===== src/design/sltc_pkg.sv =====
package sltc_pkg;
    // Register indices; byte address is four times the index
    localparam logic [9:0] IDX_TEST_ALIGN = 10'h02A;
    localparam logic [9:0] IDX_FRAME_OVR = 10'h02B;
    localparam logic [9:0] IDX_SCRAMBLE = 10'h02F;
    localparam logic [9:0] IDX_OCTETS = 10'h030;
    localparam logic [9:0] IDX_MF_LEN = 10'h031;
    localparam logic [9:0] IDX_SUBCLASS = 10'h034;
    localparam logic [9:0] IDX_SYNC_REQ = 10'h03A;
    localparam logic [9:0] IDX_LINK_TEST = 10'h03B;
    localparam logic [9:0] IDX_LMFC_INIT = 10'h03C;
    localparam logic [9:0] IDX_STATUS = 10'h03D;
    localparam logic [9:0] IDX_CHA_TUNE = 10'h122;
    localparam logic [9:0] IDX_CHA_DITH = 10'h134;
    localparam logic [9:0] IDX_CHD_TUNE = 10'h222;
    localparam logic [9:0] IDX_CHD_DITH = 10'h234;
    // Reset values
    localparam logic [7:0] RST_ZERO = 8'h00;
    localparam logic [7:0] RST_OCTETS = 8'h02;
    localparam logic [7:0] RST_MF_LEN = 8'h08;
    // Defaults when overrides are off, and the last multiframe count
    localparam logic [7:0] DEF_OCTETS = 8'h02;
    localparam logic [4:0] DEF_FRAMES = 5'h09;
    localparam logic [4:0] LMFC_LAST = 5'h1F;
    // Field positions in the control registers
    localparam int TT_HI = 7;
    localparam int TT_LO = 6;
    localparam int B_IDLE_SYNC = 5;
    localparam int B_CODE_SEL = 4;
    localparam int B_FLIP = 3;
    localparam int B_LANE_MARK = 2;
    localparam int B_FRAME_MARK = 1;
    localparam int B_ILA_SKIP = 0;
    localparam int B_K_OVR = 1;
    localparam int B_F_OVR = 0;
    localparam int B_SCR_ON = 7;
    localparam int SC_HI = 7;
    localparam int SC_LO = 5;
    localparam int B_SOFT_REQ = 7;
    localparam int B_REQ_SRC = 6;
    localparam int LT_HI = 7;
    localparam int LT_LO = 5;
    localparam int B_RPAT_FLIP = 4;
    localparam int B_PD2 = 2;
    localparam int B_PD1 = 1;
    localparam int B_PD0 = 0;
    localparam int B_LMFC_OVR = 7;
    localparam int LI_HI = 6;
    localparam int LI_LO = 2;
    localparam int RD_HI = 1;
    localparam int RD_LO = 0;
    localparam int B_DITH_HI = 5;
    localparam int B_DITH_LO = 3;
    // Field encodings
    localparam logic [1:0] TT_NORMAL = 2'h0;
    localparam logic [1:0] TT_CLOCK = 2'h1;
    localparam logic [1:0] TT_ENCODED = 2'h2;
    localparam logic [1:0] TT_PRBS = 2'h3;
    localparam logic [2:0] LT_NORMAL = 3'h0;
    localparam logic [2:0] LT_D215 = 3'h1;
    localparam logic [2:0] LT_K285 = 3'h2;
    localparam logic [2:0] LT_ILA_REP = 3'h3;
    localparam logic [2:0] LT_RPAT = 3'h4;
    localparam logic [2:0] SC_0 = 3'h0;
    localparam logic [2:0] SC_1 = 3'h1;
    localparam logic [2:0] SC_2 = 3'h2;
    // Characters
    localparam logic [7:0] CH_K285 = 8'hBC;
    localparam logic [7:0] CH_ALT2 = 8'h50;
    localparam logic [7:0] CH_K283 = 8'h7C;
    localparam logic [7:0] CH_K287 = 8'hFC;
    localparam logic [7:0] CH_K280 = 8'h1C;
    localparam logic [7:0] CH_D215 = 8'hB5;
    localparam logic [7:0] PAT_CLOCK = 8'hAA;
    localparam logic [7:0] PAT_ONES = 8'hFF;
    localparam logic [7:0] PAT_ZEROS = 8'h00;
    localparam logic [14:0] PRBS_SEED = 15'h7FFF;
    localparam logic [14:0] SCR_SEED = 15'h7FFF;
    localparam logic [3:0] RPAT_LEN = 4'hC;
    localparam logic [1:0] ILA_MFS = 2'h3;
    // Link sequencing states
    typedef enum logic [1:0] {
        ST_DATA = 2'b00,
        ST_CGS = 2'b01,
        ST_WAIT = 2'b10,
        ST_ILA = 2'b11
    } sltc_state_t;
endpackage


===== src/design/sltc_top.sv =====
// Added by the designer: register access over Wishbone.
`timescale 1ns/1ps
`default_nettype none
module sltc_top (
    input wire logic CLK_SYS,
    input wire logic RST,
    input wire logic CE,
    input wire logic WB_CYC,
    input wire logic WB_STB,
    input wire logic WB_WE,
    input wire logic [11:0] WB_ADR,
    input wire logic [3:0] WB_SEL,
    input wire logic [31:0] WB_DAT_I,
    output logic [31:0] WB_DAT_O,
    output logic WB_ACK,
    input wire logic [11:0] SAMPLE,
    input wire logic SYSREF,
    input wire logic RESYNC_PIN_POS,
    input wire logic RESYNC_PIN_NEG,
    output logic [7:0] LANE_DATA,
    output logic LANE_K,
    output logic DISP_INVERT,
    output logic DIV_RESET,
    output logic [1:0] CHAN_A_HARMONIC_TUNE,
    output logic [1:0] CHAN_D_HARMONIC_TUNE,
    output logic CHAN_A_DITHER_OFF,
    output logic CHAN_D_DITHER_OFF
);
    // Configuration registers
    logic [7:0] test_align, frame_ovr, scr_ctrl, octets_cfg, mf_len, subclass_cfg;
    logic [7:0] sync_ctrl, link_test, lmfc_init, cha_tune, cha_dith, chd_tune, chd_dith;
    // Link state
    sltc_pkg::sltc_state_t state, next_state;
    logic [7:0] oct_idx;
    logic [4:0] frame_idx, lmfc;
    logic [1:0] delay_cnt, ila_cnt;
    logic [3:0] rpat_idx;
    logic [14:0] prbs, scr;
    logic [15:0] word;
    logic sysref_d, req_d, pd1_d, armed;

    // Bus decode; registers sit at four times their index
    wire [9:0] idx = WB_ADR[11:2];
    wire bus_req = WB_CYC && WB_STB && !WB_ACK;
    wire wr = bus_req && WB_WE && WB_SEL[0];
    wire [7:0] wd = WB_DAT_I[7:0];
    wire [7:0] status = {4'h0, 1'b0, lmfc[0], state};
    logic [7:0] rd_mux;
    always_comb begin
        if (idx == sltc_pkg::IDX_TEST_ALIGN) rd_mux = test_align;
        else if (idx == sltc_pkg::IDX_FRAME_OVR) rd_mux = frame_ovr;
        else if (idx == sltc_pkg::IDX_SCRAMBLE) rd_mux = scr_ctrl;
        else if (idx == sltc_pkg::IDX_OCTETS) rd_mux = octets_cfg;
        else if (idx == sltc_pkg::IDX_MF_LEN) rd_mux = mf_len;
        else if (idx == sltc_pkg::IDX_SUBCLASS) rd_mux = subclass_cfg;
        else if (idx == sltc_pkg::IDX_SYNC_REQ) rd_mux = sync_ctrl;
        else if (idx == sltc_pkg::IDX_LINK_TEST) rd_mux = link_test;
        else if (idx == sltc_pkg::IDX_LMFC_INIT) rd_mux = lmfc_init;
        else if (idx == sltc_pkg::IDX_STATUS) rd_mux = {status[7:2], state};
        else if (idx == sltc_pkg::IDX_CHA_TUNE) rd_mux = cha_tune;
        else if (idx == sltc_pkg::IDX_CHA_DITH) rd_mux = cha_dith;
        else if (idx == sltc_pkg::IDX_CHD_TUNE) rd_mux = chd_tune;
        else if (idx == sltc_pkg::IDX_CHD_DITH) rd_mux = chd_dith;
        else rd_mux = 8'h00; // Unmapped reads as zero, still acked
    end

    // Ack one cycle after the request; write lands on that same edge
    always_ff @(posedge CLK_SYS) begin
        if (RST) begin
            WB_ACK <= 1'b0;
            WB_DAT_O <= 32'h00000000;
        end else if (CE) begin
            WB_ACK <= bus_req;
            WB_DAT_O <= {24'h000000, rd_mux};
        end
    end

    // Register file; values persist until rewritten or reset
    always_ff @(posedge CLK_SYS) begin
        if (RST) begin
            test_align <= sltc_pkg::RST_ZERO;
            frame_ovr <= sltc_pkg::RST_ZERO;
            scr_ctrl <= sltc_pkg::RST_ZERO;
            octets_cfg <= sltc_pkg::RST_OCTETS;
            mf_len <= sltc_pkg::RST_MF_LEN;
            subclass_cfg <= sltc_pkg::RST_ZERO;
            sync_ctrl <= sltc_pkg::RST_ZERO;
            link_test <= sltc_pkg::RST_ZERO;
            lmfc_init <= sltc_pkg::RST_ZERO;
            cha_tune <= sltc_pkg::RST_ZERO;
            cha_dith <= sltc_pkg::RST_ZERO;
            chd_tune <= sltc_pkg::RST_ZERO;
            chd_dith <= sltc_pkg::RST_ZERO;
        end else if (CE && wr) begin
            if (idx == sltc_pkg::IDX_TEST_ALIGN) test_align <= wd;
            else if (idx == sltc_pkg::IDX_FRAME_OVR) frame_ovr <= wd;
            else if (idx == sltc_pkg::IDX_SCRAMBLE) scr_ctrl <= wd;
            else if (idx == sltc_pkg::IDX_OCTETS) octets_cfg <= wd;
            else if (idx == sltc_pkg::IDX_MF_LEN) mf_len <= {3'h0, wd[4:0]};
            else if (idx == sltc_pkg::IDX_SUBCLASS) subclass_cfg <= wd;
            else if (idx == sltc_pkg::IDX_SYNC_REQ) sync_ctrl <= wd;
            else if (idx == sltc_pkg::IDX_LINK_TEST) link_test <= wd;
            else if (idx == sltc_pkg::IDX_LMFC_INIT) lmfc_init <= wd;
            else if (idx == sltc_pkg::IDX_CHA_TUNE) cha_tune <= wd;
            else if (idx == sltc_pkg::IDX_CHA_DITH) cha_dith <= wd;
            else if (idx == sltc_pkg::IDX_CHD_TUNE) chd_tune <= wd;
            else if (idx == sltc_pkg::IDX_CHD_DITH) chd_dith <= wd;
        end
    end

    // Field extraction
    wire [1:0] tt_sel = test_align[sltc_pkg::TT_HI:sltc_pkg::TT_LO];
    wire [2:0] lt_sel = link_test[sltc_pkg::LT_HI:sltc_pkg::LT_LO];
    wire [2:0] subclass = subclass_cfg[sltc_pkg::SC_HI:sltc_pkg::SC_LO];
    wire [4:0] k_field = mf_len[4:0];
    // Zero sizes are clamped to one so the counters cannot run away
    wire [7:0] f_raw = frame_ovr[sltc_pkg::B_F_OVR] ? octets_cfg : sltc_pkg::DEF_OCTETS;
    wire [4:0] k_raw = frame_ovr[sltc_pkg::B_K_OVR] ? k_field : sltc_pkg::DEF_FRAMES;
    wire [7:0] f_eff = (f_raw == 8'h00) ? 8'h01 : f_raw;
    wire [4:0] k_eff = (k_raw == 5'h00) ? 5'h01 : k_raw;
    wire end_frame = (oct_idx == f_eff - 8'h01);
    wire end_mf = end_frame && (frame_idx == k_eff - 5'h01);

    // Sync request: active-low differential pair or software bit
    wire pin_req = !RESYNC_PIN_POS && RESYNC_PIN_NEG;
    wire sync_req = sync_ctrl[sltc_pkg::B_REQ_SRC] ?
        sync_ctrl[sltc_pkg::B_SOFT_REQ] : pin_req;

    // Pulse source depends on subclass: SYSREF for 1, sync edge for 2
    wire sysref_edge = SYSREF && !sysref_d;
    wire req_edge = sync_req && !req_d;
    wire pulse = (subclass == sltc_pkg::SC_2) ? req_edge : sysref_edge;
    wire pd0 = link_test[sltc_pkg::B_PD0];
    wire pd1_rise = link_test[sltc_pkg::B_PD1] && !pd1_d;
    wire pass_pulse = pd0 ? (pulse && armed) : (pulse && !link_test[sltc_pkg::B_PD2]);

    // Release timing: subclass 0 leaves at the next frame end, others wait for counter end
    wire lmfc_done = (lmfc == sltc_pkg::LMFC_LAST);
    wire cgs_exit = !sync_req && ((subclass == sltc_pkg::SC_0) || lmfc_done);
    wire [1:0] rel_delay = lmfc_init[sltc_pkg::RD_HI:sltc_pkg::RD_LO];

    // Sequencer
    always_comb begin
        next_state = state;
        case (state)
            sltc_pkg::ST_CGS: begin
                if (cgs_exit && end_frame) begin
                    if (test_align[sltc_pkg::B_ILA_SKIP]) next_state = sltc_pkg::ST_DATA;
                    else next_state = sltc_pkg::ST_WAIT;
                end
            end
            sltc_pkg::ST_WAIT: begin
                if (end_mf && delay_cnt == rel_delay) next_state = sltc_pkg::ST_ILA;
            end
            sltc_pkg::ST_ILA: begin
                if (end_mf && ila_cnt == sltc_pkg::ILA_MFS) next_state = sltc_pkg::ST_DATA;
            end
            default: begin
                next_state = sltc_pkg::ST_DATA;
            end
        endcase
        if (sync_req) next_state = sltc_pkg::ST_CGS;
    end

    // Converter word, bit order optionally reversed before packing
    logic [11:0] smp;
    always_comb begin
        smp = SAMPLE;
        for (int i = 0; i < 12; i++) begin
            if (test_align[sltc_pkg::B_FLIP]) smp[i] = SAMPLE[11 - i];
        end
    end

    // Self-synchronous scrambler, one octet per step, MSB first
    function automatic logic [22:0] scramble(input logic [14:0] st, input logic [7:0] d);
        logic [14:0] s;
        logic [7:0] o;
        s = st;
        o = 8'h00;
        for (int i = 7; i >= 0; i--) begin
            o[i] = d[i] ^ s[14] ^ s[13];
            s = {s[13:0], o[i]};
        end
        return {s, o};
    endfunction

    // PRBS15 generator, eight steps per octet
    function automatic logic [22:0] prbs_step(input logic [14:0] st);
        logic [14:0] s;
        logic [7:0] o;
        s = st;
        o = 8'h00;
        for (int i = 7; i >= 0; i--) begin
            o[i] = s[14] ^ s[13];
            s = {s[13:0], o[i]};
        end
        return {s, o};
    endfunction

    // Fixed 12-octet jitter pattern
    function automatic logic [7:0] rpat(input logic [3:0] i);
        case (i)
            4'h0: rpat = 8'hBE;
            4'h1: rpat = 8'hD7;
            4'h2: rpat = 8'h23;
            4'h3: rpat = 8'h47;
            4'h4: rpat = 8'h6B;
            4'h5: rpat = 8'h8F;
            4'h6: rpat = 8'hB3;
            4'h7: rpat = 8'h14;
            4'h8: rpat = 8'h5E;
            4'h9: rpat = 8'hFB;
            4'hA: rpat = 8'h35;
            default: rpat = 8'h59;
        endcase
    endfunction

    wire [15:0] next_word = (oct_idx == 8'h00) ? {smp, 4'h0} : word;
    wire [7:0] payload = (oct_idx == 8'h00) ? next_word[15:8] :
        (oct_idx == 8'h01) ? word[7:0] : 8'h00;
    wire [22:0] scr_res = scramble(scr, payload);
    wire [22:0] prbs_res = prbs_step(prbs);
    wire scr_on = scr_ctrl[sltc_pkg::B_SCR_ON];
    // Alignment markers ride on the first and last octet of each multiframe
    wire ila_first = (frame_idx == 5'h00) && (oct_idx == 8'h00);
    wire [7:0] ila_oct = ila_first ? sltc_pkg::CH_K280 :
        end_mf ? sltc_pkg::CH_K283 : oct_idx;

    // Octet selection; link tests override everything, then sequencing
    logic [7:0] next_data;
    logic next_k;
    logic use_scr;
    always_comb begin
        next_data = scr_on ? scr_res[7:0] : payload;
        next_k = 1'b0;
        use_scr = scr_on;
        if (lt_sel == sltc_pkg::LT_D215) begin
            next_data = sltc_pkg::CH_D215;
            use_scr = 1'b0;
        end else if (lt_sel == sltc_pkg::LT_K285) begin
            next_data = sltc_pkg::CH_K285;
            next_k = 1'b1;
            use_scr = 1'b0;
        end else if (lt_sel == sltc_pkg::LT_ILA_REP) begin
            next_data = (frame_idx == 5'h00) ? sltc_pkg::CH_K285 : ila_oct;
            next_k = (frame_idx == 5'h00) || ila_first || end_mf;
            use_scr = 1'b0;
        end else if (lt_sel == sltc_pkg::LT_RPAT) begin
            next_data = rpat(rpat_idx);
            use_scr = 1'b0;
        end else if (state == sltc_pkg::ST_CGS || state == sltc_pkg::ST_WAIT) begin
            // Second octet of the pair depends on code select
            next_k = !oct_idx[0] || !test_align[sltc_pkg::B_CODE_SEL];
            next_data = next_k ? sltc_pkg::CH_K285 : sltc_pkg::CH_ALT2;
            use_scr = 1'b0;
        end else if (state == sltc_pkg::ST_ILA) begin
            next_data = ila_oct;
            next_k = ila_first || end_mf;
            use_scr = 1'b0;
        end else if (test_align[sltc_pkg::B_IDLE_SYNC]) begin
            next_data = {frame_idx[3:0], oct_idx[3:0]};
            use_scr = 1'b0;
        end else if (tt_sel != sltc_pkg::TT_NORMAL) begin
            use_scr = 1'b0;
            if (tt_sel == sltc_pkg::TT_CLOCK) next_data = sltc_pkg::PAT_CLOCK;
            else if (tt_sel == sltc_pkg::TT_ENCODED)
                next_data = oct_idx[0] ? sltc_pkg::PAT_ZEROS : sltc_pkg::PAT_ONES;
            else next_data = prbs_res[7:0];
        end else if (end_mf && test_align[sltc_pkg::B_LANE_MARK]) begin
            next_data = sltc_pkg::CH_K283;
            next_k = 1'b1;
        end else if (end_frame && test_align[sltc_pkg::B_FRAME_MARK]) begin
            next_data = sltc_pkg::CH_K287;
            next_k = 1'b1;
        end
    end

    // Counters and lane output
    always_ff @(posedge CLK_SYS) begin
        if (RST) begin
            state <= sltc_pkg::ST_CGS;
            oct_idx <= 8'h00;
            frame_idx <= 5'h00;
            lmfc <= 5'h00;
            delay_cnt <= 2'h0;
            ila_cnt <= 2'h0;
            rpat_idx <= 4'h0;
            prbs <= sltc_pkg::PRBS_SEED;
            scr <= sltc_pkg::SCR_SEED;
            word <= 16'h0000;
            LANE_DATA <= 8'h00;
            LANE_K <= 1'b0;
        end else if (CE) begin
            state <= next_state;
            word <= next_word;
            oct_idx <= end_frame ? 8'h00 : oct_idx + 8'h01;
            if (end_mf) frame_idx <= 5'h00;
            else if (end_frame) frame_idx <= frame_idx + 5'h01;
            // Multiframe counter restarts on SYSREF, else advances per frame
            if (sysref_edge) begin
                lmfc <= lmfc_init[sltc_pkg::B_LMFC_OVR] ?
                    lmfc_init[sltc_pkg::LI_HI:sltc_pkg::LI_LO] : 5'h00;
            end else if (end_frame) begin
                lmfc <= lmfc + 5'h01;
            end
            if (state != sltc_pkg::ST_WAIT) delay_cnt <= 2'h0;
            else if (end_mf) delay_cnt <= delay_cnt + 2'h1;
            if (state != sltc_pkg::ST_ILA) ila_cnt <= 2'h0;
            else if (end_mf) ila_cnt <= ila_cnt + 2'h1;
            rpat_idx <= (rpat_idx == sltc_pkg::RPAT_LEN - 4'h1) ? 4'h0 : rpat_idx + 4'h1;
            prbs <= prbs_res[22:8];
            if (use_scr) scr <= scr_res[22:8];
            LANE_DATA <= next_data;
            LANE_K <= next_k;
        end
    end

    // Pulse filter and side outputs
    always_ff @(posedge CLK_SYS) begin
        if (RST) begin
            sysref_d <= 1'b0;
            req_d <= 1'b0;
            pd1_d <= 1'b0;
            armed <= 1'b0;
            DIV_RESET <= 1'b0;
            DISP_INVERT <= 1'b0;
            CHAN_A_HARMONIC_TUNE <= 2'h0;
            CHAN_D_HARMONIC_TUNE <= 2'h0;
            CHAN_A_DITHER_OFF <= 1'b0;
            CHAN_D_DITHER_OFF <= 1'b0;
        end else if (CE) begin
            sysref_d <= SYSREF;
            req_d <= sync_req;
            pd1_d <= link_test[sltc_pkg::B_PD1];
            // Arming edge wins over a consumed pulse in the same cycle
            if (pd1_rise) armed <= 1'b1;
            else if (pulse) armed <= 1'b0;
            DIV_RESET <= pass_pulse;
            DISP_INVERT <= link_test[sltc_pkg::B_RPAT_FLIP] && (lt_sel == sltc_pkg::LT_RPAT);
            CHAN_A_HARMONIC_TUNE <= cha_tune[1:0];
            CHAN_D_HARMONIC_TUNE <= chd_tune[1:0];
            CHAN_A_DITHER_OFF <= cha_dith[sltc_pkg::B_DITH_HI] && cha_dith[sltc_pkg::B_DITH_LO];
            CHAN_D_DITHER_OFF <= chd_dith[sltc_pkg::B_DITH_HI] && chd_dith[sltc_pkg::B_DITH_LO];
        end
    end
endmodule
`default_nettype wire


===== config.mk =====
export PLATFORM = sky130hd
export DESIGN_NAME = sltc_top
export DESIGN_NICKNAME = d
export VERILOG_FILES = /design/src/design/sltc_pkg.sv /design/src/design/sltc_top.sv
export SDC_FILE = /design/constraint.sdc
export NUM_CORES = 1
export LEC_CHECK = 0
export BUFFER_PORTS_ARGS = -buffer_cell sky130_fd_sc_hd__buf_2
export CAP_MARGIN = 20
export CELL_PAD_IN_SITES_DETAIL_PLACEMENT = 1
export CELL_PAD_IN_SITES_GLOBAL_PLACEMENT = 2
export CORE_MARGIN = 4
export CORE_UTILIZATION = 31
export DETAILED_ROUTE_END_ITERATION = 7
export PLACE_DENSITY = 0.74
export SYNTH_ARGS = -nofsm -noshare
export SYNTH_HDL_FRONTEND = slang
export SYNTH_SLANG_ARGS = --single-unit

===== constraint.sdc =====
create_clock -name CLK_SYS -period 3.8 [get_ports CLK_SYS]
set_clock_uncertainty 0.05 [all_clocks]
set_input_delay 0.19 -clock CLK_SYS [delete_from_list [all_inputs] [get_ports CLK_SYS]]
set_output_delay 0.19 -clock CLK_SYS [all_outputs]
set_load 0.03 [all_outputs]

==> impl_results.md <==
- Status: finished clean
- Pre-CTS setup slack: 0.216 ns
- Max Cap Violations: 0
- Slowest cell delay on critical path: 0.63 ns
- CP required: 4.19 ns
- Area share of the largest cell type after synthesis: 36.8%
- Die W: 196 µm
- Inserted Clock Buffers: 26
- Final nets: 1486
- Synthesis-to-finish area growth: 15.7%
- Residual DRC: 0
- Synth Cell Area: 10900 µm²
- Global Route Usage Sum: 18.6%
- Design Area, Final: 12700 µm²
- Final WL: around 37000 µm
- # fillers: ~4200
- DR vias: 9999
- RSZ-0062 raised after global routing: false
- YS warnings: 0
- Ys flop type: dfxtp_1
- Worst rel slew slack: 29.0%
- Synth Area per Inst: 8.07 µm²
- Distinct cells, synth: 82
- Hpwl dp: 26200 µm
- Synth Instances: approximately 1400
- WL per Instance: 19.8 µm
- Sink Count: 201
- Final Hold Vio Count: 0
- WP data arrival: 3.90 ns
- Clk_lat worst skew: around 0.53 ns
- Die Height: 196 µm
- First-pass GRT wire length: between 50000 and 60000 µm
- Crit-path cells: buf_4 > a32o_1 > inv_1 > ha_1 > or4b_2 > o211ai_2 > xnor2_1 > o211ai_2 > nor3_4 > o21a_1 > o21ai_0 > a221oi_1
- Fin. max-slew vios: 0
- Worst setup margin: between 0.2 and 0.3 ns
- Final Critical Period: 3.51 ns
- GPL Wtd Cong: 0.807
- CTS Root Cell: clkbuf_16
- Number of I/O port buffers: 65
- Final setup fails: 0
- Initial antenna violation count: 0
- Synth area leaders: dfxtp_1, mux2i_1, nor2_1
- Initial DRC count: 544
- Htree depth: 1
- Leading area contributor after synthesis: dfxtp_1
- Crit path launch type: flip-flop
- Register area share after synthesis: 36.8%
- Largest net degree at the start of global routing: 108
- Count of non-filler cells in the finished layout: 1869
- Worst-path clk slew: 0.06 ns
- LEAKAGE: 4.86 nW
- Pwr Total: 0.00545 W
- CTS tree: done
- Post-synth EDFFs: 0
- Site Rows: approximately 70
- Asr flop ratio synth: 0%
- Measured slew at the worst slew-check pin: 1.06 ns
- Post-DP Area: 11600 µm²
- Die area: 38400 µm²
- PD cells: between 400 and 500 nW/µm²
- Period utilization: 92.3%
- Ports: 119
- Max VDD drop: 0.299 mV
- Starting density of the core: 31.5%
- Max Fclk: ~290 MHz
- N_diodes: 0
- CP max-delay cell: or4b_2
- CTS Buffer Depth: 3
- Type of the worst min-delay path: in -> reg
- Crit path kind: reg -> reg
- Top Registers: prbs x15, scr x15
- Core box area: between 30000 and 40000 µm²
- CP max FO: 12
- Share of layout cells above drive strength 1: 12.2%
- Placed Instances: 1813
- GRT overflow: 0
- Most used cell, CP: o211ai_2
- Pre-antenna DRT Iters: 5
- Worst setup EP type: flip-flop
- Setup TNS: 0 ns
- Antenna-violating nets left: 0
- Vias in the first global route: 9990
- Synth Register Bits: 201
- Via density: roughly 5.3
layer usage:
layer  vias up  track usage (%)  wire length (µm)
met5         -                0                 0
met4         0             4.60               878
met3        52             2.44              1530
met2       204             29.9             16900
met1      4926             26.5             17800
li1       4817                -                 -
synthesized netlist by cell type (all sizes together), types with 6 or more instances:
master  number
nor4        12
nand4       10
clkbuf      79
a211o       35
nor2       165
and2         9
a21oi      120
nor3        20
or4          6
a31oi        9
nor2b       19
nand2b      11
xor2        19
buf         42
dfxtp      201
nor4b        6
a22oi        8
o22ai       10
nand2      154
nor3b        8
xnor2       48
nand3       57
inv         32
a311oi       7
a211oi       8
o21ai       59
and3        13
mux2i       70
ha          20
mux2        12
o211ai       7
a221oi      11
stage by stage:
stage | utilization, % | hold slack [ns]
after floorplan | - | 0.253
after global placement | 33.5 | 0.389
after detailed placement | 33.5 | 0.397
after CTS | 36.5 | 0.00306
after global routing | 36.5 | 0.0202
final | 36.5 | 0.0374
critical path: cells and delay by family, from the launching register on:
| family | cells | cell delay [ns] |
|---|---|---|
| compound gates | 6 | 1.38 |
| simple gates | 2 | 0.92 |
| fa+ha+maj | 1 | 0.30 |
| flops | 1 | 0.33 |
| buf+inv | 2 | 0.25 |
| xor+xnor | 1 | 0.17 |
power by group:
part / internal [W] / switching, W / leakage [nW]
registers: 0.00217 / 0.0000442 / 1.63
clock network: 0.00164 / 0.000970 / 0.438
logic: 0.000203 / 0.000420 / 2.79
total: 0.00401 / 0.00143 / 4.86
layout make-up:
| cell class | count | area [µm²] | area share [%] |
|---|---|---|---|
| well taps | 455 | 569 | 4.49 |
| multi-input cells | 1026 | 6340 | 50.0 |
| clock buffers | 38 | 756 | 5.97 |
| repair buffers | 110 | 709 | 5.60 |
| flip-flops and latches | 201 | 4020 | 31.8 |
| inverters | 32 | 120 | 0.948 |
| clock inverters | 7 | 149 | 1.18 |
path summary, 6_finish.rpt:
check	start	endpoint	slack, ns	depth (start not counted)
min reg2reg	scr_ctrl[3]$_SDFFE_PP0P_	scr_ctrl[3]$_SDFFE_PP0P_	0.40	2
max reg2reg	frame_ovr[0]$_SDFFE_PP0P_	lmfc[2]$_SDFFE_PP0P_	0.29	12
min	WB_DAT_I[6]	link_test[6]$_SDFFE_PP0P_	0.04	3
max	frame_ovr[0]$_SDFFE_PP0P_	lmfc[2]$_SDFFE_PP0P_	0.29	12
placed cells by master, fill, tap and decap left out, types with 6 or more instances in the layout:
cell,Yosys,final
a221oi_1,11,11
mux2i_1,70,70
nand2_1,153,153
ha_1,20,20
nor3b_1,8,8
clkbuf_16,0,26
nor3_1,17,16
clkbuf_8,0,6
nor2_1,165,165
clkbuf_1,78,6
xor2_1,19,19
o22ai_1,10,10
nand3_1,57,57
buf_4,26,33
a211oi_1,6,6
buf_2,11,64
a311oi_1,6,6
dlygate4sd3_1,0,11
nand2b_1,11,11
a22oi_1,8,8
a31oi_1,9,9
nor2b_1,19,19
mux2_2,12,12
a21oi_1,120,120
and2_1,8,8
conb_1,1,24
dfxtp_1,201,201
inv_1,32,32
or4_1,6,6
and3_1,13,13
xnor2_1,48,48
nand4_1,10,10
a211o_1,35,35
o21ai_0,57,57
nor4_1,9,8
cell families after synthesis:
family | synth area share, %
buf+inv | 6.41
mux | 7.63
xor+xnor | 5.36
simple gates | 22.2
fa+ha+maj | 2.29
other cells | 0.0342
flops | 36.8
compound gates | 19.3
repair_timing:
action	4_1_cts	5_1_grt
buffers inserted	0	0
hold buffers	11	0
resized for setup	0	1
endpoints found under the hold margin	8	0
endpoints found under the setup margin	0	1
(Power assumes the default switching activity.)
